$ cat config.mk
export PLATFORM = sky130hd
export DESIGN_NAME = pdc_config_regs
export DESIGN_NICKNAME = d
export VERILOG_FILES = /design/src/inc/pdc_pkg.sv /design/src/hdl/pdc_byte_reg.sv /design/src/hdl/pdc_config_regs.sv
export SDC_FILE = /design/constraint.sdc
export NUM_CORES = 1
export LEC_CHECK = 0
export ABC_AREA = 1
export BUFFER_PORTS_ARGS = -buffer_cell sky130_fd_sc_hd__buf_2
export CORE_MARGIN = 5
export CORE_UTILIZATION = 35
export CTS_BUF_LIST = sky130_fd_sc_hd__clkbuf_4 sky130_fd_sc_hd__clkbuf_8 sky130_fd_sc_hd__clkbuf_16
export CTS_CLUSTER_DIAMETER = 30
export DETAILED_ROUTE_END_ITERATION = 8
export HOLD_SLACK_MARGIN = 0.15
export SYNTH_ARGS = -nofsm -noshare
export SYNTH_HDL_FRONTEND = slang
export SYNTH_SLANG_ARGS = --single-unit
$ cat constraint.sdc
create_clock -name sys_clk -period 2.65 [get_ports sys_clk]
set_input_delay 0.53 -clock sys_clk [delete_from_list [all_inputs] [get_ports sys_clk]]
set_output_delay 0.53 -clock sys_clk [all_outputs]
set_load 0.05 [all_outputs]
$ cat src/inc/pdc_pkg.sv
`default_nettype none

package pdc_pkg;

    ////////////////////////////////////////////////////////////////////////////////
    // register port geometry
    localparam int PDC_ADDR_W = 10;          // serial port register address width
    localparam int PDC_DATA_W = 8;           // every register is one byte
    localparam int PDC_NUM_REGS = 6;         // registers held by this slice

    ////////////////////////////////////////////////////////////////////////////////
    // register offsets
    localparam logic [9:0] PDC_OFS_PUMP_AND_LOOP_POWER_CONTROL = 10'h010;
    localparam logic [9:0] PDC_OFS_REFERENCE_DIVIDER_LOW       = 10'h011;
    localparam logic [9:0] PDC_OFS_REFERENCE_DIVIDER_HIGH      = 10'h012;
    localparam logic [9:0] PDC_OFS_SWALLOW_COUNTER_VALUE       = 10'h013;
    localparam logic [9:0] PDC_OFS_FEEDBACK_COUNT_LOW          = 10'h014;
    localparam logic [9:0] PDC_OFS_FEEDBACK_COUNT_HIGH         = 10'h015;

    ////////////////////////////////////////////////////////////////////////////////
    // register slot numbers inside the bank
    localparam int PDC_IDX_CTRL    = 0;
    localparam int PDC_IDX_REF_LO  = 1;
    localparam int PDC_IDX_REF_HI  = 2;
    localparam int PDC_IDX_SWALLOW = 3;
    localparam int PDC_IDX_FB_LO   = 4;
    localparam int PDC_IDX_FB_HI   = 5;

    ////////////////////////////////////////////////////////////////////////////////
    // reset values (control: pump normal 11, loop async power-down 01)
    localparam logic [7:0] PDC_RST_PUMP_AND_LOOP_POWER_CONTROL = 8'h0D;
    localparam logic [7:0] PDC_RST_REFERENCE_DIVIDER_LOW       = 8'h01;
    localparam logic [7:0] PDC_RST_REFERENCE_DIVIDER_HIGH      = 8'h00;
    localparam logic [7:0] PDC_RST_SWALLOW_COUNTER_VALUE       = 8'h00;
    localparam logic [7:0] PDC_RST_FEEDBACK_COUNT_LOW          = 8'h03;
    localparam logic [7:0] PDC_RST_FEEDBACK_COUNT_HIGH         = 8'h00;

    ////////////////////////////////////////////////////////////////////////////////
    // writable bit masks; cleared bits are unused and read zero
    localparam logic [7:0] PDC_MSK_PUMP_AND_LOOP_POWER_CONTROL = 8'h0F;
    localparam logic [7:0] PDC_MSK_REFERENCE_DIVIDER_LOW       = 8'hFF;
    localparam logic [7:0] PDC_MSK_REFERENCE_DIVIDER_HIGH      = 8'h3F;
    localparam logic [7:0] PDC_MSK_SWALLOW_COUNTER_VALUE       = 8'h3F;
    localparam logic [7:0] PDC_MSK_FEEDBACK_COUNT_LOW          = 8'hFF;
    localparam logic [7:0] PDC_MSK_FEEDBACK_COUNT_HIGH         = 8'h1F;

    ////////////////////////////////////////////////////////////////////////////////
    // field positions in the control register, and field widths
    localparam int PDC_PUMP_LSB = 2;         // pump drive select [3:2]
    localparam int PDC_LOOP_LSB = 0;         // loop power select [1:0]
    localparam int PDC_REF_HI_W = 6;         // reference divider upper bits
    localparam int PDC_SWALLOW_W = 6;        // swallow counter width
    localparam int PDC_FB_HI_W = 5;          // feedback counter upper bits
    localparam int PDC_REF_W = 14;           // reference divider width
    localparam int PDC_FB_W = 13;            // feedback counter width

    ////////////////////////////////////////////////////////////////////////////////
    // field encodings
    typedef enum logic [1:0] {
        PDC_PUMP_TRISTATE = 2'h0,            // output high impedance
        PDC_PUMP_FORCE_UP = 2'h1,            // constant sourcing
        PDC_PUMP_FORCE_DN = 2'h2,            // constant sinking
        PDC_PUMP_NORMAL   = 2'h3             // detector driven
    } pdc_pump_t;

    typedef enum logic [1:0] {
        PDC_LOOP_NORMAL   = 2'h0,            // loop running
        PDC_LOOP_ASYNC_PD = 2'h1,            // asynchronous power-down
        PDC_LOOP_UNUSED   = 2'h2,            // reserved code
        PDC_LOOP_SYNC_PD  = 2'h3             // synchronous power-down
    } pdc_loop_t;

    // tables indexed by bank slot
    localparam logic [7:0] PDC_OFS_LOW_BYTE [PDC_NUM_REGS] = '{
        PDC_OFS_PUMP_AND_LOOP_POWER_CONTROL[7:0], PDC_OFS_REFERENCE_DIVIDER_LOW[7:0],
        PDC_OFS_REFERENCE_DIVIDER_HIGH[7:0], PDC_OFS_SWALLOW_COUNTER_VALUE[7:0],
        PDC_OFS_FEEDBACK_COUNT_LOW[7:0], PDC_OFS_FEEDBACK_COUNT_HIGH[7:0]};
    localparam logic [7:0] PDC_RST_TABLE [PDC_NUM_REGS] = '{
        PDC_RST_PUMP_AND_LOOP_POWER_CONTROL, PDC_RST_REFERENCE_DIVIDER_LOW,
        PDC_RST_REFERENCE_DIVIDER_HIGH, PDC_RST_SWALLOW_COUNTER_VALUE,
        PDC_RST_FEEDBACK_COUNT_LOW, PDC_RST_FEEDBACK_COUNT_HIGH};
    localparam logic [7:0] PDC_MSK_TABLE [PDC_NUM_REGS] = '{
        PDC_MSK_PUMP_AND_LOOP_POWER_CONTROL, PDC_MSK_REFERENCE_DIVIDER_LOW,
        PDC_MSK_REFERENCE_DIVIDER_HIGH, PDC_MSK_SWALLOW_COUNTER_VALUE,
        PDC_MSK_FEEDBACK_COUNT_LOW, PDC_MSK_FEEDBACK_COUNT_HIGH};

endpackage

`default_nettype wire

$ cat src/hdl/pdc_byte_reg.sv
`timescale 1ns/100ps
`default_nettype none

// one configuration byte with a writable-bit mask
module pdc_byte_reg
    import pdc_pkg::*;
#(
    parameter logic [7:0] RESET_VAL  = 8'h00,  // value after reset
    parameter logic [7:0] WRITE_MASK = 8'hFF   // set bits are writable
)(
    input  wire logic       sys_clk,
    input  wire logic       rstn,
    input  wire logic       wrStrobe,
    input  wire logic [7:0] wrData,
    output var  logic [7:0] q
);

    ////////////////////////////////////////////////////////////////////////////////
    // storage; masked bits never leave zero
    // unused bits dropped
    always_ff @(posedge sys_clk or negedge rstn)
    begin
        if (!rstn)
        begin
            // reset takes the constant only
            q <= RESET_VAL & WRITE_MASK;
        end
        else if (wrStrobe)
        begin
            // last write wins on usable bits
            q <= wrData & WRITE_MASK;
        end
    end

endmodule // pdc_byte_reg

`default_nettype wire

$ cat src/hdl/pdc_config_regs.sv
`timescale 1ns/100ps
`default_nettype none

// configuration byte bank for the loop divider and pump controls
// one request per cycle; every answer comes one cycle later
module pdc_config_regs
    import pdc_pkg::*;
(
    input  wire logic                  sys_clk,          // 250 MHz system clock
    input  wire logic                  rstn,             // async reset, active low
    input  wire logic [PDC_ADDR_W-1:0] regAddr,          // register offset
    input  wire logic                  regWrEn,          // one-cycle write request
    input  wire logic [PDC_DATA_W-1:0] regWrData,        // write byte
    input  wire logic                  regRdEn,          // one-cycle read request
    output var  logic [PDC_DATA_W-1:0] regRdData,        // read byte
    output var  logic                  regRdValid,       // read answer pulse
    output var  logic                  regAddrHit,       // last access was mapped
    output var  logic                  regWrAck,         // write accepted pulse
    output var  logic [1:0]            pumpDriveSelect,  // raw pump drive field
    output var  logic [1:0]            loopPowerSelect,  // raw loop power field
    output var  logic                  pumpTristate,     // pump output high-z
    output var  logic                  pumpForceUp,      // pump sourcing
    output var  logic                  pumpForceDown,    // pump sinking
    output var  logic                  pumpNormal,       // detector-driven pump
    output var  logic                  loopRunning,      // loop normal operation
    output var  logic                  loopAsyncDown,    // async power-down
    output var  logic                  loopSyncDown,     // sync power-down
    output var  logic [PDC_REF_W-1:0]  refDivider,       // reference divide count
    output var  logic [PDC_SWALLOW_W-1:0] swallowCount,  // swallow count
    output var  logic [PDC_FB_W-1:0]   feedbackCount,    // main feedback count
    output var  logic                  refDividerUpdated,// reference byte written
    output var  logic                  feedbackUpdated   // swallow/feedback written
);

    ////////////////////////////////////////////////////////////////////////////////
    // declarations
    logic [7:0]              regByte [PDC_NUM_REGS];     // bank contents
    logic [PDC_NUM_REGS-1:0] addrMatch;                  // one-hot slot decode
    logic [PDC_NUM_REGS-1:0] wrHit;                      // per-slot write strobe
    logic                    anyMatch;                   // address lands in bank
    logic [7:0]              next_regRdData;             // read mux result
    logic                    next_pumpTristate;          // decoded pump states
    logic                    next_pumpForceUp;
    logic                    next_pumpForceDown;
    logic                    next_pumpNormal;
    logic                    next_loopRunning;           // decoded loop states
    logic                    next_loopAsyncDown;
    logic                    next_loopSyncDown;
    pdc_pump_t               pumpCode;                   // typed pump field
    pdc_loop_t               loopCode;                   // typed loop field

    ////////////////////////////////////////////////////////////////////////////////
    // address decode and the register slots
    // the upper address bits must be zero; the bank sits in page zero
    // one slot per register, each with its own reset value and mask
    genvar gi;
    generate
        for (gi = 0; gi < PDC_NUM_REGS; gi++)
        begin : g_slot
            // slot match on full offset
            assign addrMatch[gi] = (regAddr == {2'h0, PDC_OFS_LOW_BYTE[gi]});
            // write only on a mapped offset
            assign wrHit[gi] = regWrEn & addrMatch[gi];

            pdc_byte_reg #(
                .RESET_VAL  (PDC_RST_TABLE[gi]),
                .WRITE_MASK (PDC_MSK_TABLE[gi])
            ) u_byte (
                .sys_clk  (sys_clk),
                .rstn     (rstn),
                .wrStrobe (wrHit[gi]),
                .wrData   (regWrData),
                .q        (regByte[gi])
            );
        end
    endgenerate

    // any slot claimed the offset
    assign anyMatch = |addrMatch;

    ////////////////////////////////////////////////////////////////////////////////
    // read multiplexer
    // unmapped offsets read zero so a stray read cannot leak stale data
    always_comb
    begin
        next_regRdData = 8'h00;
        // at most one slot can match an offset
        for (int i = 0; i < PDC_NUM_REGS; i++)
        begin
            if (addrMatch[i])
            begin
                next_regRdData = regByte[i] & PDC_MSK_TABLE[i];
            end
        end
    end

    ////////////////////////////////////////////////////////////////////////////////
    // read data, one cycle after the request
    // data only changes with a read so it holds for the caller
    always_ff @(posedge sys_clk or negedge rstn)
    begin
        if (!rstn)
        begin
            // nothing read yet
            regRdData <= 8'h00;
        end
        else if (regRdEn)
        begin
            // masked byte, or zero on a miss
            regRdData <= next_regRdData;
        end
    end

    ////////////////////////////////////////////////////////////////////////////////
    // read answer pulse; every read is answered
    always_ff @(posedge sys_clk or negedge rstn)
    begin
        if (!rstn)
        begin
            // no read in flight
            regRdValid <= 1'b0;
        end
        else
        begin
            // one pulse per request
            regRdValid <= regRdEn;
        end
    end

    ////////////////////////////////////////////////////////////////////////////////
    // write acknowledge pulse
    // a lost write gets no ack, so software can tell
    always_ff @(posedge sys_clk or negedge rstn)
    begin
        if (!rstn)
        begin
            // no write in flight
            regWrAck <= 1'b0;
        end
        else
        begin
            // ack only writes that landed in the bank
            regWrAck <= regWrEn & anyMatch;
        end
    end

    ////////////////////////////////////////////////////////////////////////////////
    // mapped flag of the last access
    always_ff @(posedge sys_clk or negedge rstn)
    begin
        if (!rstn)
        begin
            // no access yet reads as a miss
            regAddrHit <= 1'b0;
        end
        else if (regWrEn | regRdEn)
        begin
            // refreshed on every access, held between them
            regAddrHit <= anyMatch;
        end
    end

    ////////////////////////////////////////////////////////////////////////////////
    // raw fields straight from the stored bytes
    // a count is torn here between its two byte writes
    // pump drive field
    assign pumpDriveSelect = regByte[PDC_IDX_CTRL][PDC_PUMP_LSB +: 2];
    assign loopPowerSelect = regByte[PDC_IDX_CTRL][PDC_LOOP_LSB +: 2];
    assign refDivider = {regByte[PDC_IDX_REF_HI][PDC_REF_HI_W-1:0],
                         regByte[PDC_IDX_REF_LO]};
    assign swallowCount = regByte[PDC_IDX_SWALLOW][PDC_SWALLOW_W-1:0];
    assign feedbackCount = {regByte[PDC_IDX_FB_HI][PDC_FB_HI_W-1:0],
                            regByte[PDC_IDX_FB_LO]};

    ////////////////////////////////////////////////////////////////////////////////
    // typed views for decode
    // every two-bit code is a legal member
    assign pumpCode = pdc_pump_t'(pumpDriveSelect);
    assign loopCode = pdc_loop_t'(loopPowerSelect);

    ////////////////////////////////////////////////////////////////////////////////
    // pump mode decode, exactly one flag true
    always_comb
    begin
        next_pumpTristate  = 1'b0;
        next_pumpForceUp   = 1'b0;
        next_pumpForceDown = 1'b0;
        next_pumpNormal    = 1'b0;
        // all four codes are legal, no default
        // pump mode decode
        unique case (pumpCode)
            PDC_PUMP_TRISTATE: next_pumpTristate  = 1'b1;
            PDC_PUMP_FORCE_UP: next_pumpForceUp   = 1'b1;
            PDC_PUMP_FORCE_DN: next_pumpForceDown = 1'b1;
            PDC_PUMP_NORMAL:   next_pumpNormal    = 1'b1;
        endcase
    end

    ////////////////////////////////////////////////////////////////////////////////
    // loop power decode
    // the reserved code keeps the loop powered down asynchronously:
    // a safe state costs nothing, a running loop on a bad code could lock wrong
    always_comb
    begin
        next_loopRunning   = 1'b0;
        next_loopAsyncDown = 1'b0;
        next_loopSyncDown  = 1'b0;
        // all four codes are decoded, no default
        // loop state decode
        unique case (loopCode)
            PDC_LOOP_NORMAL:   next_loopRunning   = 1'b1;
            PDC_LOOP_ASYNC_PD: next_loopAsyncDown = 1'b1;
            PDC_LOOP_UNUSED:   next_loopAsyncDown = 1'b1;
            PDC_LOOP_SYNC_PD:  next_loopSyncDown  = 1'b1;
        endcase
    end

    ////////////////////////////////////////////////////////////////////////////////
    // registered pump flags; one cycle behind the field
    always_ff @(posedge sys_clk or negedge rstn)
    begin
        if (!rstn)
        begin
            // matches the reset field: normal pump
            pumpTristate  <= 1'b0;
            pumpForceUp   <= 1'b0;
            pumpForceDown <= 1'b0;
            pumpNormal    <= 1'b1;
        end
        else
        begin
            // follow the stored field
            pumpTristate  <= next_pumpTristate;
            pumpForceUp   <= next_pumpForceUp;
            pumpForceDown <= next_pumpForceDown;
            pumpNormal    <= next_pumpNormal;
        end
    end

    ////////////////////////////////////////////////////////////////////////////////
    // registered loop flags; one cycle behind the field
    always_ff @(posedge sys_clk or negedge rstn)
    begin
        if (!rstn)
        begin
            // matches the reset field: asynchronous power-down
            loopRunning   <= 1'b0;
            loopAsyncDown <= 1'b1;
            loopSyncDown  <= 1'b0;
        end
        else
        begin
            // follow the stored field
            loopRunning   <= next_loopRunning;
            loopAsyncDown <= next_loopAsyncDown;
            loopSyncDown  <= next_loopSyncDown;
        end
    end

    ////////////////////////////////////////////////////////////////////////////////
    // reference update pulse for the divider datapath
    // a multi-byte count is torn between its two writes; the datapath
    // should reload on the pulse that follows the last byte it needs
    always_ff @(posedge sys_clk or negedge rstn)
    begin
        if (!rstn)
        begin
            // no update pending
            refDividerUpdated <= 1'b0;
        end
        else
        begin
            refDividerUpdated <= wrHit[PDC_IDX_REF_LO] | wrHit[PDC_IDX_REF_HI];
        end
    end

    ////////////////////////////////////////////////////////////////////////////////
    // feedback update pulse; the swallow count reloads with it
    always_ff @(posedge sys_clk or negedge rstn)
    begin
        if (!rstn)
        begin
            // no update pending
            feedbackUpdated <= 1'b0;
        end
        else
        begin
            feedbackUpdated <= wrHit[PDC_IDX_SWALLOW] | wrHit[PDC_IDX_FB_LO]
                             | wrHit[PDC_IDX_FB_HI];
        end
    end

endmodule // pdc_config_regs

`default_nettype wire

# After elaboration in Yosys (flattened, before gate mapping)
# Index checks and enable logic that the tools add are counted.
dict set report word_totals {
  reg_bits 57
  input_bits 22
  out_inout_bits 57
  wordCells 59
}
dict set report op_classes {
  eq_ne 12
  muxes 13
  bitwise 11
  n_reduce_logical 4
}
# cell count
set ops {}
lappend ops {{$eq 10x5->1 const B} 6}
lappend ops {{$mux 8} 5}
lappend ops {{$eq 2x2->1 const B} 4}
lappend ops {{$and 1x1->1} 7}
lappend ops {{$mux 1} 7}
lappend ops {{$reduce_or 6->1} 1}
lappend ops {{$eq 2x1->1 const B} 2}
lappend ops {{$logic_not 2->1} 2}
lappend ops {{$mux 4} 1}
lappend ops {{$or 1x1->1} 4}
lappend ops {{$reduce_or 2->1} 1}

# Logic depth before layout (Yosys ltp)
# Gate-level depths: netlist of run 1.
dict set report logic_depth {
  depth_word 7
  mapped_depth 10
  ltp_nobuf 10
}

# Hierarchy
# A second synthesis of run 1 with hierarchy kept.
dict set report hier_totals {
  cells_unflattened 355
  area_unflattened_um2 2763.9
}
# mod n_inst cells_each area_each_um2 seq_area_each_um2
set by_module_without_submodules {}
lappend by_module_without_submodules {pdc_config_regs 1 184 1271.2 503.0}
lappend by_module_without_submodules {{pdc_byte_reg at g_slot[2].u_byte ...} 2 28 240.2 150.1}
lappend by_module_without_submodules {{pdc_byte_reg at g_slot[4].u_byte} 1 34 307.8 202.7}
lappend by_module_without_submodules {{pdc_byte_reg at g_slot[1].u_byte} 1 34 306.5 201.4}
lappend by_module_without_submodules {{pdc_byte_reg at g_slot[5].u_byte} 1 25 211.5 125.1}
lappend by_module_without_submodules {{pdc_byte_reg at g_slot[0].u_byte} 1 22 186.4 103.8}

# Worst setup path after synthesis of run 1
# Ideal clock, no wire load.
dict set report synth_path {
  kind {input to register}
  from {input port regAddr[5]}
  to {register g_slot[1].u_byte.q[6]}
  setup_ns 0.119
  arrival_ns 1.415
  t_required_ns 2.531
  path_slack_ns 1.116
  stages 9
  path_buffers 1
  cell_sequence {nor2_2 -> nand2_4 -> nor2_8 -> inv_2 -> nor2_8 -> nand2_4 -> buf_6 -> nand2_2 -> o21ai_2}
}
dict set report synth_via {
  elab_chain_len 2
}
# element line_no
set synth_rtl {}
lappend synth_rtl {{start, declared} pdc_config_regs.sv:11} ;# input wire logic [PDC_ADDR_W-1:0] regAddr,
lappend synth_rtl {{$eq 10x5->1} pdc_config_regs.sv:61} ;# assign addrMatch[gi] = (regAddr == {2'h0, PDC_OFS_LOW_BYTE[gi]});
lappend synth_rtl {{$and 1x1->1} pdc_config_regs.sv:63} ;# assign wrHit[gi] = regWrEn & addrMatch[gi];
lappend synth_rtl {{end signal, assigned} pdc_byte_reg.sv:26} ;# q <= RESET_VAL & WRITE_MASK;
lappend synth_rtl {{end signal, assigned} pdc_byte_reg.sv:31} ;# q <= wrData & WRITE_MASK;
lappend synth_rtl {{end, declared} pdc_byte_reg.sv:15} ;# output var logic [7:0] q
# Every way passes these cells.
# A chain may end at the register's enable or synchronous reset.

# Final worst setup path of run 1
dict set report layout_path {
  from {register g_slot[0].u_byte.q[2]}
  to {output port pumpDriveSelect[0]}
}
# element line_no
set layout_lines {}
lappend layout_lines {{start, declared} pdc_byte_reg.sv:15}
lappend layout_lines {{start signal, assigned} pdc_byte_reg.sv:26}
lappend layout_lines {{start signal, assigned} pdc_byte_reg.sv:31}
lappend layout_lines {{end, declared} pdc_config_regs.sv:19} ;# output var logic [1:0] pumpDriveSelect,
# No word-level cell between the ends.

==> qor.txt, run 1 <==
first-pass GRT wire length -> 11900 um
Clk pwr share -> 0.454
Synth Area per Inst -> 9.08 um2
status -> finished, final reports clean
GR Util met1 -> 0.196
FF+latch count, synth -> 57
H-tree levels -> 3
fraction of synthesized area in multiplexers -> 0
Global Route met3 Usage -> 0.0432
max-slew violations -> 0
Max Freq -> 0.570 GHz
Async SR Flop Fraction -> 1.00
minimum clock period -> 1.75 ns
DIE HEIGHT -> 98.8 um
ANT cells -> 0
Pre-antenna DRT Iters -> 4
XOR/XNOR Fraction of Synth Area -> 0
TritonCTS Buffers -> 9
relative slew slack -> 0.710
Max stage delay cell, worst path -> dfstp_2
Final ANT Viol Nets -> 0
area grow syn2layout -> 25.4%
Post-Synth Adder-Cell Area -> 0.00907
CTS Buffer Depth -> 2
Setup Skew -> 0.00943 ns
Compound-Gate Fraction of Synth Area -> 0.116
I/O Buffers -> 78
Worst VDD drop -> 209 uV
Post-DP HPWL -> 5520 um
main flop type after synthesis -> dfrtp_1
total wire length -> 7290 um
final setup vio count -> 0
setup TNS -> 0 ns
gr busiest metal -> met2
critical-path cell list -> buf_2
Net Sw Power -> 0.000513 W
Req. time, crit path -> 2.12 ns
post-route design area -> 0.00346 mm2
DR iter-0 viols -> 112
unrepaired setup endpoints after global routing -> false
Initial Util -> 0.359
Root Driver -> clkbuf_8
Distinct cells, synth -> 33
Seq/Total Area, Yosys -> 0.521
internal power -> 0.00146 W
Startpoint Class -> flip-flop
Placement Rows -> 32
area post-placement -> 0.00323 mm2
syn_nets -> 328
core area -> 0.00769 mm2
Worst-Margin Slew -> 0.435 ns
Die W -> 98.8 um
Yosys warnings -> 0
vias per inst -> 4.63
# fillers -> 798
layout cells sized above 1 -> 0.394
die area -> 0.00976 mm2
Sw Ratio -> 0.261
DR WL/cell -> 14.7 um
Synth Cell Area -> 0.00276 mm2
IO Pins -> 79
Max-Cap Viols -> 0
largest net degree at the start of global routing -> 22
placed cell count -> 478
critical path arrival -> 1.22 ns
main combinational cell family by area after synthesis -> simple AND/OR/NAND/NOR gates
Leak -> 1.88 nW
cell family with the largest share of critical-path delay -> flip-flops
routed vias -> 2292
grt total ovfl -> 0
Gate power share -> 0.091
worst hold path class -> input port to flip-flop
CTS tree -> yes
crit path max fanout -> 7
Bufs and invs on worst path -> 1
CP Class -> flip-flop to output pin
Sink Count -> 57
PD cells -> 569 mW/mm2
vias in the first global route -> 2286
Non-Filler Instances -> 495
crit end category -> output pin
crit-path max cell delay -> 0.59 ns
WHS -> 0.425 ns
synthesized instance count -> 304
Skew-Pair Late Insertion Delay -> 0.35 ns
Synth Area in Simple Gates -> 0.279
most frequent cells in the layout -> nand2_1 (78), buf_2 (78), dfrtp_1 (49)
final RePlAce weighted congestion -> 0.804
initial antenna violation count -> 0
sequential power share -> 0.455
met2 Usage GRT -> 0.253
Clock Pin Slew Worst Setup and Hold Paths -> 0.07 ns
Post-route DRC -> 0
Post-synth EDFFs -> 0
GRT Total Usage -> 0.156
final hold vios -> 0
period utilization -> 0.662
NumNets Final -> 412
registers in the layout, indices dropped and copies added (netlist names):
name / count
regRdData: 8
regRdValid: 1
pumpForceDown: 1
refDividerUpdated: 1
regWrAck: 1
pumpTristate: 1
loopAsyncDown: 1
pumpNormal: 1
g_slot.u_byte.q: 37
feedbackUpdated: 1
loopSyncDown: 1
loopRunning: 1
pumpForceUp: 1
regAddrHit: 1
cell type report:
| class | instances | area [um2] | share of cell area |
|---|---|---|---|
| Timing Repair Buffer | 81 | 415 | 0.120 |
| Tap cell | 102 | 128 | 0.0369 |
| Clock inverter | 7 | 95.1 | 0.0275 |
| Clock buffer | 9 | 124 | 0.0358 |
| Inverter | 39 | 146 | 0.0423 |
| Multi-Input combinational cell | 200 | 1110 | 0.322 |
| Sequential cell | 57 | 1440 | 0.415 |
metrics by stage:
step | setup WS, ns | total power (W) | util
floorplan | 1.12 | 0.00102 | -
finish | 0.896 | 0.00197 | 0.450
detailed placement | 0.666 | 0.00109 | 0.420
global placement | 0.708 | 0.00109 | 0.420
global route | 0.848 | 0.00204 | 0.450
CTS | 0.875 | 0.00199 | 0.450
cells by family after synthesis:
family / after synthesis
DFF: 57
AOI/OAI and AO/OA: 48
buffers and inverters: 47
adders and majority gates: 2
and+or+nand+nor: 150
synth_stat cells, types with 2 or more instances:
master / n / area [um2]
dfrtp_1: 49 / 1230
o21ai_2: 20 / 175
a21oi_1: 2 / 10.0
nand2_2: 7 / 43.8
nand4_1: 9 / 56.3
or2_2: 3 / 18.8
nor2_4: 5 / 56.3
buf_6: 4 / 45.0
ha_1: 2 / 25.0
nand3_1: 14 / 70.1
nor2_8: 2 / 40.0
inv_1: 33 / 124
o21ai_0: 10 / 50.1
dfstp_2: 8 / 210
nand2_1: 78 / 293
inv_2: 6 / 22.5
nand2_4: 3 / 33.8
nor2_1: 21 / 78.8
o21ai_1: 14 / 70.1
what timing repair did:
item,4_1_cts,5_1_grt
hold endpoints to repair,11,0
setup buffers,0,0
hold buffers,1,0
gates resized for setup,0,0
metal layers:
| layer | up-vias | wire (um) |
|---|---|---|
| li1 | 1141 | - |
| met1 | 1076 | 3140 |
| met2 | 61 | 3600 |
| met3 | 14 | 406 |
| met4 | 0 | 153 |
| met5 | - | 0 |
path summary, 6_finish.rpt:
| check | from | end | slack, ns | depth (start not counted) |
|---|---|---|---|---|
| max | g_slot[0].u_byte.q[2]$_DFFE_PN1P_ | pumpDriveSelect[0] | 0.90 | 1 |
| min | regRdEn | regRdValid$_DFF_PN0_ | 0.42 | 1 |
| max reg2reg | g_slot[0].u_byte.q[1]$_DFFE_PN0P_ | regRdData[1]$_DFFE_PN0P_ | 1.60 | 6 |
| min reg2reg | regRdData[6]$_DFFE_PN0P_ | regRdData[6]$_DFFE_PN0P_ | 0.48 | 2 |
| max in group asynchronous | rstn | g_slot[4].u_byte.q[1]$_DFFE_PN1P_ | 1.31 | 3 |
| min in group asynchronous | rstn | refDividerUpdated$_DFF_PN0_ | 0.66 | 2 |
power by group through the flow:
stage                     Sequential [W]  Clock [W]  Combinational [W]
after detailed placement        0.000912          0           0.000180
after CTS                       0.000896   0.000912           0.000182
after floorplan                 0.000961          0          0.0000590
after global routing            0.000897   0.000949           0.000196
final                           0.000896   0.000894           0.000179
after global placement          0.000912          0           0.000178
Note: power is estimated with default switching activity, not from simulation.
==> inputs of run 2 (changes only) <==
==> constraint.sdc (replaced) <==
create_clock -name sys_clk -period 1.5 [get_ports sys_clk]
set_input_delay 0.3 -clock sys_clk [delete_from_list [all_inputs] [get_ports sys_clk]]
set_output_delay 0.3 -clock sys_clk [all_outputs]
set_load 0.05 [all_outputs]
==> run 2 against run 1 <==
  * Hold slack worse by 0.24 ns
  * Critical path depth did not move
  * Sequential share of layout area is 0.72 points lower
  * Clock skew is 0.0010 ns lower
  * Power is 70% higher
==> qor.txt, run 2 (synthesis results as in run 1) <==
met2 Usage GRT -> 0.254 (+0.000517)
relative slew slack -> 0.746 (+0.0359)
final setup vio count -> 0 (unchanged)
Clock Pin Slew Worst Setup and Hold Paths -> 0.06 ns (about the same)
grt total ovfl -> 0 (unchanged)
WHS -> 0.182 ns (-0.243 ns)
Regs by FF count -> g_slot.u_byte.q (37), regRdData (8)
TritonCTS Buffers -> 9 (unchanged)
Worst VDD drop -> 432 uV (+110%)
Max Freq -> 0.684 GHz
most frequent cells in the layout -> nand2_1 (78), buf_2 (75), dfrtp_1 (49)
Final ANT Viol Nets -> 0 (unchanged)
Pre-antenna DRT Iters -> 4 (unchanged)
status -> finished, final reports clean
Multi-input gate area -> 0.00111 mm2 (unchanged)
most common cell after layout, fill and taps aside -> nand2_1
# fillers -> 822 (+3.0%)
crit path max fanout -> 3 (-4)
Max-Cap Viols -> 0 (unchanged)
DR WL/cell -> 14.3 um (-3.2%)
CTS tree -> yes
fin util -> 0.458 (+0.00798)
Post-route DRC -> 0 (unchanged)
Bufs and invs on worst path -> 1 (unchanged)
initial antenna violation count -> 0 (unchanged)
final hold vios -> 0 (unchanged)
Skew-Pair Late Insertion Delay -> 0.33 ns (-0.02 ns)
Die W -> 98.8 um (unchanged)
Setup Skew -> 0.00838 ns (-0.00105 ns)
unrepaired setup endpoints after global routing -> false
gr busiest metal -> met2
Startpoint Class -> flip-flop
Biggest register -> g_slot.u_byte.q
Global Route met3 Usage -> 0.0382 (-0.00495)
routed vias -> 2300 (+0.35%)
worst hold path class -> input port to flip-flop
total wire length -> 7170 um (-1.6%)
IO Pins -> 79 (unchanged)
H-tree levels -> 3 (unchanged)
Req. time, crit path -> 1.20 ns (-0.92 ns)
GR Util met1 -> 0.210 (+0.0143)
vias in the first global route -> 2339 (+2.3%)
Post-CTS Setup Inserts -> 0 (unchanged)
Leak -> 1.93 nW (+2.3%)
CTS Buffer Depth -> 2 (unchanged)
max reg flops -> 37 (unchanged)
critical path arrival -> 1.16 ns (-0.06 ns)
first-pass GRT wire length -> 12200 um (+2.9%)
cell family with the largest share of critical-path delay -> flip-flops
core area -> 0.00769 mm2 (unchanged)
I/O Buffers -> 78 (unchanged)
period utilization -> 0.975
DIE HEIGHT -> 98.8 um (unchanged)
max-slew violations -> 0 (unchanged)
largest net degree at the start of global routing -> 58 (+160%)
PD cells -> 953 mW/mm2 (+67%)
total area of sequential cells -> 0.00144 mm2 (unchanged)
crit-path max cell delay -> 0.56 ns (-0.03 ns)
Sink Count -> 57 (unchanged)
CP Class -> flip-flop to output pin
DR iter-0 viols -> 132 (+18%)
Worst-Margin Slew -> 0.380 ns (-0.0547 ns)
critical-path cell list -> buf_2
GRT Total Usage -> 0.159 (+0.00267)
die area -> 0.00976 mm2 (unchanged)
minimum clock period -> 1.46 ns
crit end category -> output pin
final RePlAce weighted congestion -> 0.844 (+5.1%)
ANT cells -> 0 (unchanged)
Placement Rows -> 32 (unchanged)
Root Driver -> clkbuf_8
area grow syn2layout -> 27.6%
Initial Util -> 0.359 (unchanged)
Max stage delay cell, worst path -> dfstp_2
NumNets Final -> 420 (+1.9%)
Post-DP HPWL -> 5480 um (-0.74%)
vias per inst -> 4.57 (-1.2%)
layout cells sized above 1 -> 0.406 (+0.0121)
[run 2: cell count changes in the layout (fill, tap and decap cells not counted), sizes merged]
cell,delta
clkinvlp,-1
buf,+7
clkinv,-2
clkbuf,+5
bufinv,-1
[run 2: final timing paths]
path                                                   start  slack (ns)                                end  cells after the start
hold / removal                                       regRdEn        0.18               regRdValid$_DFF_PN0_                      1
setup / recovery           g_slot[1].u_byte.q[0]$_DFFE_PN1P_        0.04                      refDivider[0]                      1
max in group asynchronous                               rstn        0.69  g_slot[4].u_byte.q[1]$_DFFE_PN1P_                      3
setup reg to reg           g_slot[0].u_byte.q[1]$_DFFE_PN0P_        0.43           regRdData[1]$_DFFE_PN0P_                      6
hold reg to reg                     regRdData[6]$_DFFE_PN0P_        0.48           regRdData[6]$_DFFE_PN0P_                      2
min in group asynchronous                               rstn        0.50        refDividerUpdated$_DFF_PN0_                      3
[run 2: power by group]
group,internal (W),switching [W]
clock,0.000863,0.000580
sequential,0.00157,0.0000180
combinational,0.0000830,0.000243
total,0.00251,0.000841
[run 2: final cells by class]
type,count,area share
Clock buffer,13,0.0455
Clock inverter,3,0.0114
Inverter,39,0.0416
Multi-Input combinational cell,200,0.316
Sequential cell,57,0.408
Tap cell,102,0.0363
Timing Repair Buffer,89,0.141
[run 2: per-stage QoR]
step | area, um2 | setup slack, ns | std cells | power, W | TNS (ns)
after floorplan | 2760 | 0.196 | 304 | 0.00180 | 0
after global placement | 3300 | -0.0665 | 486 | 0.00194 | -0.301
after detailed placement | 3300 | -0.0905 | 486 | 0.00194 | -0.477
after CTS | 3520 | 0.00119 | 503 | 0.00339 | 0
after global routing | 3520 | 0.0000623 | 503 | 0.00350 | 0
final | 3520 | 0.0371 | 503 | 0.00335 | 0
[run 2: worst register-to-register path, delay by kind of cell, from the launching register on]
| family | cells | cell delay (ns) |
|---|---|---|
| AND/OR/NAND/NOR | 6 | 0.54 |
| flip-flops | 1 | 0.42 |
[run 2: timing repair]
| action | 4_1_cts | 5_1_grt |
|---|---|---|
| hold endpoints to repair | 49 | 0 |
| hold buffers | 1 | 0 |
| setup endpoints to repair | 2 | 1 |
| gates resized for setup | 2 | 1 |
| cloned | 0 | 0 |
| pin swaps | 0 | 0 |
[run 2: routing by layer]
layer	wire, um	vias to the layer above	part of all wire
met1	3180	1064	0.44
met2	3490	67	0.49
li1	-	1160	-
met3	378	9	0.053
met4	125	0	0.017
met5	0	-	0
==> inputs of run 3 (changes only) <==
--- a/config.mk
+++ b/config.mk
@@ -8,11 +8,12 @@
 export ABC_AREA = 1
 export BUFFER_PORTS_ARGS = -buffer_cell sky130_fd_sc_hd__buf_2
 export CORE_MARGIN = 5
-export CORE_UTILIZATION = 35
-export CTS_BUF_LIST = sky130_fd_sc_hd__clkbuf_4 sky130_fd_sc_hd__clkbuf_8 sky130_fd_sc_hd__clkbuf_16
+export CORE_UTILIZATION = 48
+export CTS_BUF_LIST = sky130_fd_sc_hd__clkbuf_8
 export CTS_CLUSTER_DIAMETER = 30
 export DETAILED_ROUTE_END_ITERATION = 8
 export HOLD_SLACK_MARGIN = 0.15
+export PLACE_DENSITY = 0.78
 export SYNTH_ARGS = -nofsm -noshare
 export SYNTH_HDL_FRONTEND = slang
 export SYNTH_SLANG_ARGS = --single-unit
==> run 3 against run 2 <==
  * Global-route usage rose by 4.9 points
  * Design area down 1.4%
  * Sequential power hardly changed
  * Fmax is 0.33% lower
  * Sequential cell count unchanged
  * Hold slack improved by 0.028 ns
  * Sequential share of layout area increased by 0.57 points
  * Clock power shrank 5%
  * Register-to-register slack better by 0.02 ns
  * First-iteration DRC count rose by 17%
  * Clock skew rose by 0.0038 ns
  * Setup slack got worse by 0.0049 ns
  * Largest cell class unchanged
==> qor.txt, run 3 (synthesis results as in run 1) <==
status -> finished, final reports clean
Setup Skew -> 0.0122 ns (+0.00383 ns)
max reg flops -> 37 (unchanged)
critical path arrival -> 1.17 ns (about the same)
fin util -> 0.626 (+0.169)
critical-path cell list -> buf_2
vias in the first global route -> 2246 (-4.0%)
Leak -> 1.92 nW (-0.18%)
layout cells sized above 1 -> 0.401 (-0.00548)
period utilization -> 0.979 (+0.00324)
Pre-antenna DRT Iters -> 5 (+1)
final setup vio count -> 0 (unchanged)
Max-Cap Viols -> 0 (unchanged)
initial antenna violation count -> 0 (unchanged)
NumNets Final -> 419 (-0.24%)
unrepaired setup endpoints after global routing -> false
final hold vios -> 0 (unchanged)
Placement Rows -> 27 (-16%)
crit path max fanout -> 5 (+2)
most common cell after layout, fill and taps aside -> nand2_1
reg2reg setup slack -> 0.45 ns (+0.02 ns)
Skew-Pair Late Insertion Delay -> 0.34 ns (about the same)
cell family with the largest share of critical-path delay -> flip-flops
Worst-Margin Slew -> 0.353 ns (-0.0266 ns)
CTS Buffer Depth -> 2 (unchanged)
DR WL/cell -> 15.0 um (+5.3%)
reg2reg path depth -> 6 (unchanged)
IO Pins -> 79 (unchanged)
most frequent cells in the layout -> nand2_1 (78), buf_2 (76), dfrtp_1 (49)
ANT cells -> 0 (unchanged)
largest net degree at the start of global routing -> 58 (unchanged)
Worst Hold End -> regRdValid$_DFF_PN0_
Regs by FF count -> g_slot.u_byte.q (37), regRdData (8)
area post-placement -> 0.00327 mm2 (-0.99%)
first-pass GRT wire length -> 11600 um (-5.0%)
Max stage delay cell, worst path -> dfstp_2
I/O Buffers -> 78 (unchanged)
placed cell count -> 455 (-6.4%)
routed vias -> 2374 (+3.2%)
Die W -> 85.8 um (-13%)
total wire length -> 7080 um (-1.4%)
minimum clock period -> 1.47 ns (+0.00486 ns)
hold path cells -> 1 (unchanged)
TritonCTS Buffers -> 9 (unchanged)
Post-DP HPWL -> 5270 um (-3.9%)
Req. time, crit path -> 1.20 ns (about the same)
grt total ovfl -> 0 (unchanged)
Biggest register -> g_slot.u_byte.q
vias per inst -> 5.04 (+10%)
worst hold path class -> input port to flip-flop
core area -> 0.00554 mm2 (-28%)
crit end category -> output pin
Post-Place Setup Slack -> -0.0567 ns (+0.0338 ns)
crit-path max cell delay -> 0.57 ns (about the same)
Post-route DRC -> 0 (unchanged)
post-route design area -> 0.00347 mm2 (-1.4%)
Final WS setup -> 0.0322 ns (-0.00486 ns)
GRT Total Usage -> 0.208 (+0.0486)
die area -> 0.00736 mm2 (-25%)
Sink Count -> 57 (unchanged)
area grow syn2layout -> 25.8%
final RePlAce weighted congestion -> 0.973 (+15%)
Startpoint Class -> flip-flop
relative slew slack -> 0.764 (+0.0181)
RR Endpoint -> regRdData[2]$_DFFE_PN0P_
DR iter-0 viols -> 154 (+17%)
CP Class -> flip-flop to output pin
Root Driver -> clkbuf_8
Hold Path Origin -> regRdEn
Max Freq -> 0.681 GHz (-0.33%)
reg2reg start -> g_slot[1].u_byte.q[2]$_DFFE_PN0P_
max-slew violations -> 0 (unchanged)
CTS tree -> yes
Bufs and invs on worst path -> 1 (unchanged)
Final ANT Viol Nets -> 0 (unchanged)
PD cells -> 943 mW/mm2 (-1.0%)
Worst VDD drop -> 516 uV (+20%)
Clock Pin Slew Worst Setup and Hold Paths -> 0.06 ns (about the same)
Initial Util -> 0.498 (+0.139)
DIE HEIGHT -> 85.8 um (-13%)
Non-Filler Instances -> 471 (-6.4%)
Post-CTS Setup Inserts -> 0 (unchanged)
# fillers -> 498 (-39%)
H-tree levels -> 3 (unchanged)
run 3: per-stage QoR:
stage,TNS [ns],hold slack [ns],power (W)
final,0,0.210,0.00327
after global routing,0,0.200,0.00340
after CTS,0,0.187,0.00330
after detailed placement,-0.398,0.321,0.00193
after global placement,0,0.317,0.00193
after floorplan,0,0.00441,0.00180
run 3: worst max path at each step:
| stage | startpoint | end | slack, ns | cells past startpoint |
|---|---|---|---|---|
| 2_1_floorplan | regAddr[5] | g_slot[1].u_byte.q[6]$_DFFE_PN0P_ | 0.20 | 9 |
| 3_3_place_gp | regAddr[5] | g_slot[1].u_byte.q[2]$_DFFE_PN0P_ | 0.02 | 9 |
| 3_5_place_dp | regAddr[5] | g_slot[1].u_byte.q[3]$_DFFE_PN0P_ | -0.06 | 9 |
| 4_1_cts | g_slot[0].u_byte.q[0]$_DFFE_PN1P_ | loopPowerSelect[0] | 0.02 | 1 |
| 5_1_grt | g_slot[0].u_byte.q[0]$_DFFE_PN1P_ | loopPowerSelect[0] | 0.01 | 1 |
| 6_report | g_slot[0].u_byte.q[0]$_DFFE_PN1P_ | loopPowerSelect[0] | 0.03 | 1 |
run 3: final cells by class:
| class | instances | area, um2 | share of cell area |
|---|---|---|---|
| clock buffers | 10 | 138 | 0.0397 |
| multi-input cells | 200 | 1110 | 0.321 |
| repair buffers | 88 | 498 | 0.143 |
| flip-flops and latches | 57 | 1440 | 0.414 |
| clock inverters | 5 | 48.8 | 0.0141 |
| well taps | 72 | 90.1 | 0.0260 |
| inverters | 39 | 146 | 0.0422 |
run 3: power breakdown:
part | internal [W] | switching (W)
Clock | 0.000787 | 0.000578
Combinational | 0.0000809 | 0.000241
Sequential | 0.00157 | 0.0000185
Total | 0.00243 | 0.000838
run 3: routing by layer:
metal  GRT usage  share of wire
met1       0.288           0.45
met2       0.299           0.45
met3      0.0451          0.071
met4       0.119          0.029
met5           0              0
run 3: timing repair:
item                                   in CTS  in global routing
endpoints found under the hold margin      49                  0
gates resized for setup                     2                  0
setup endpoints to repair                   2                  0
hold buffers                                1                  0
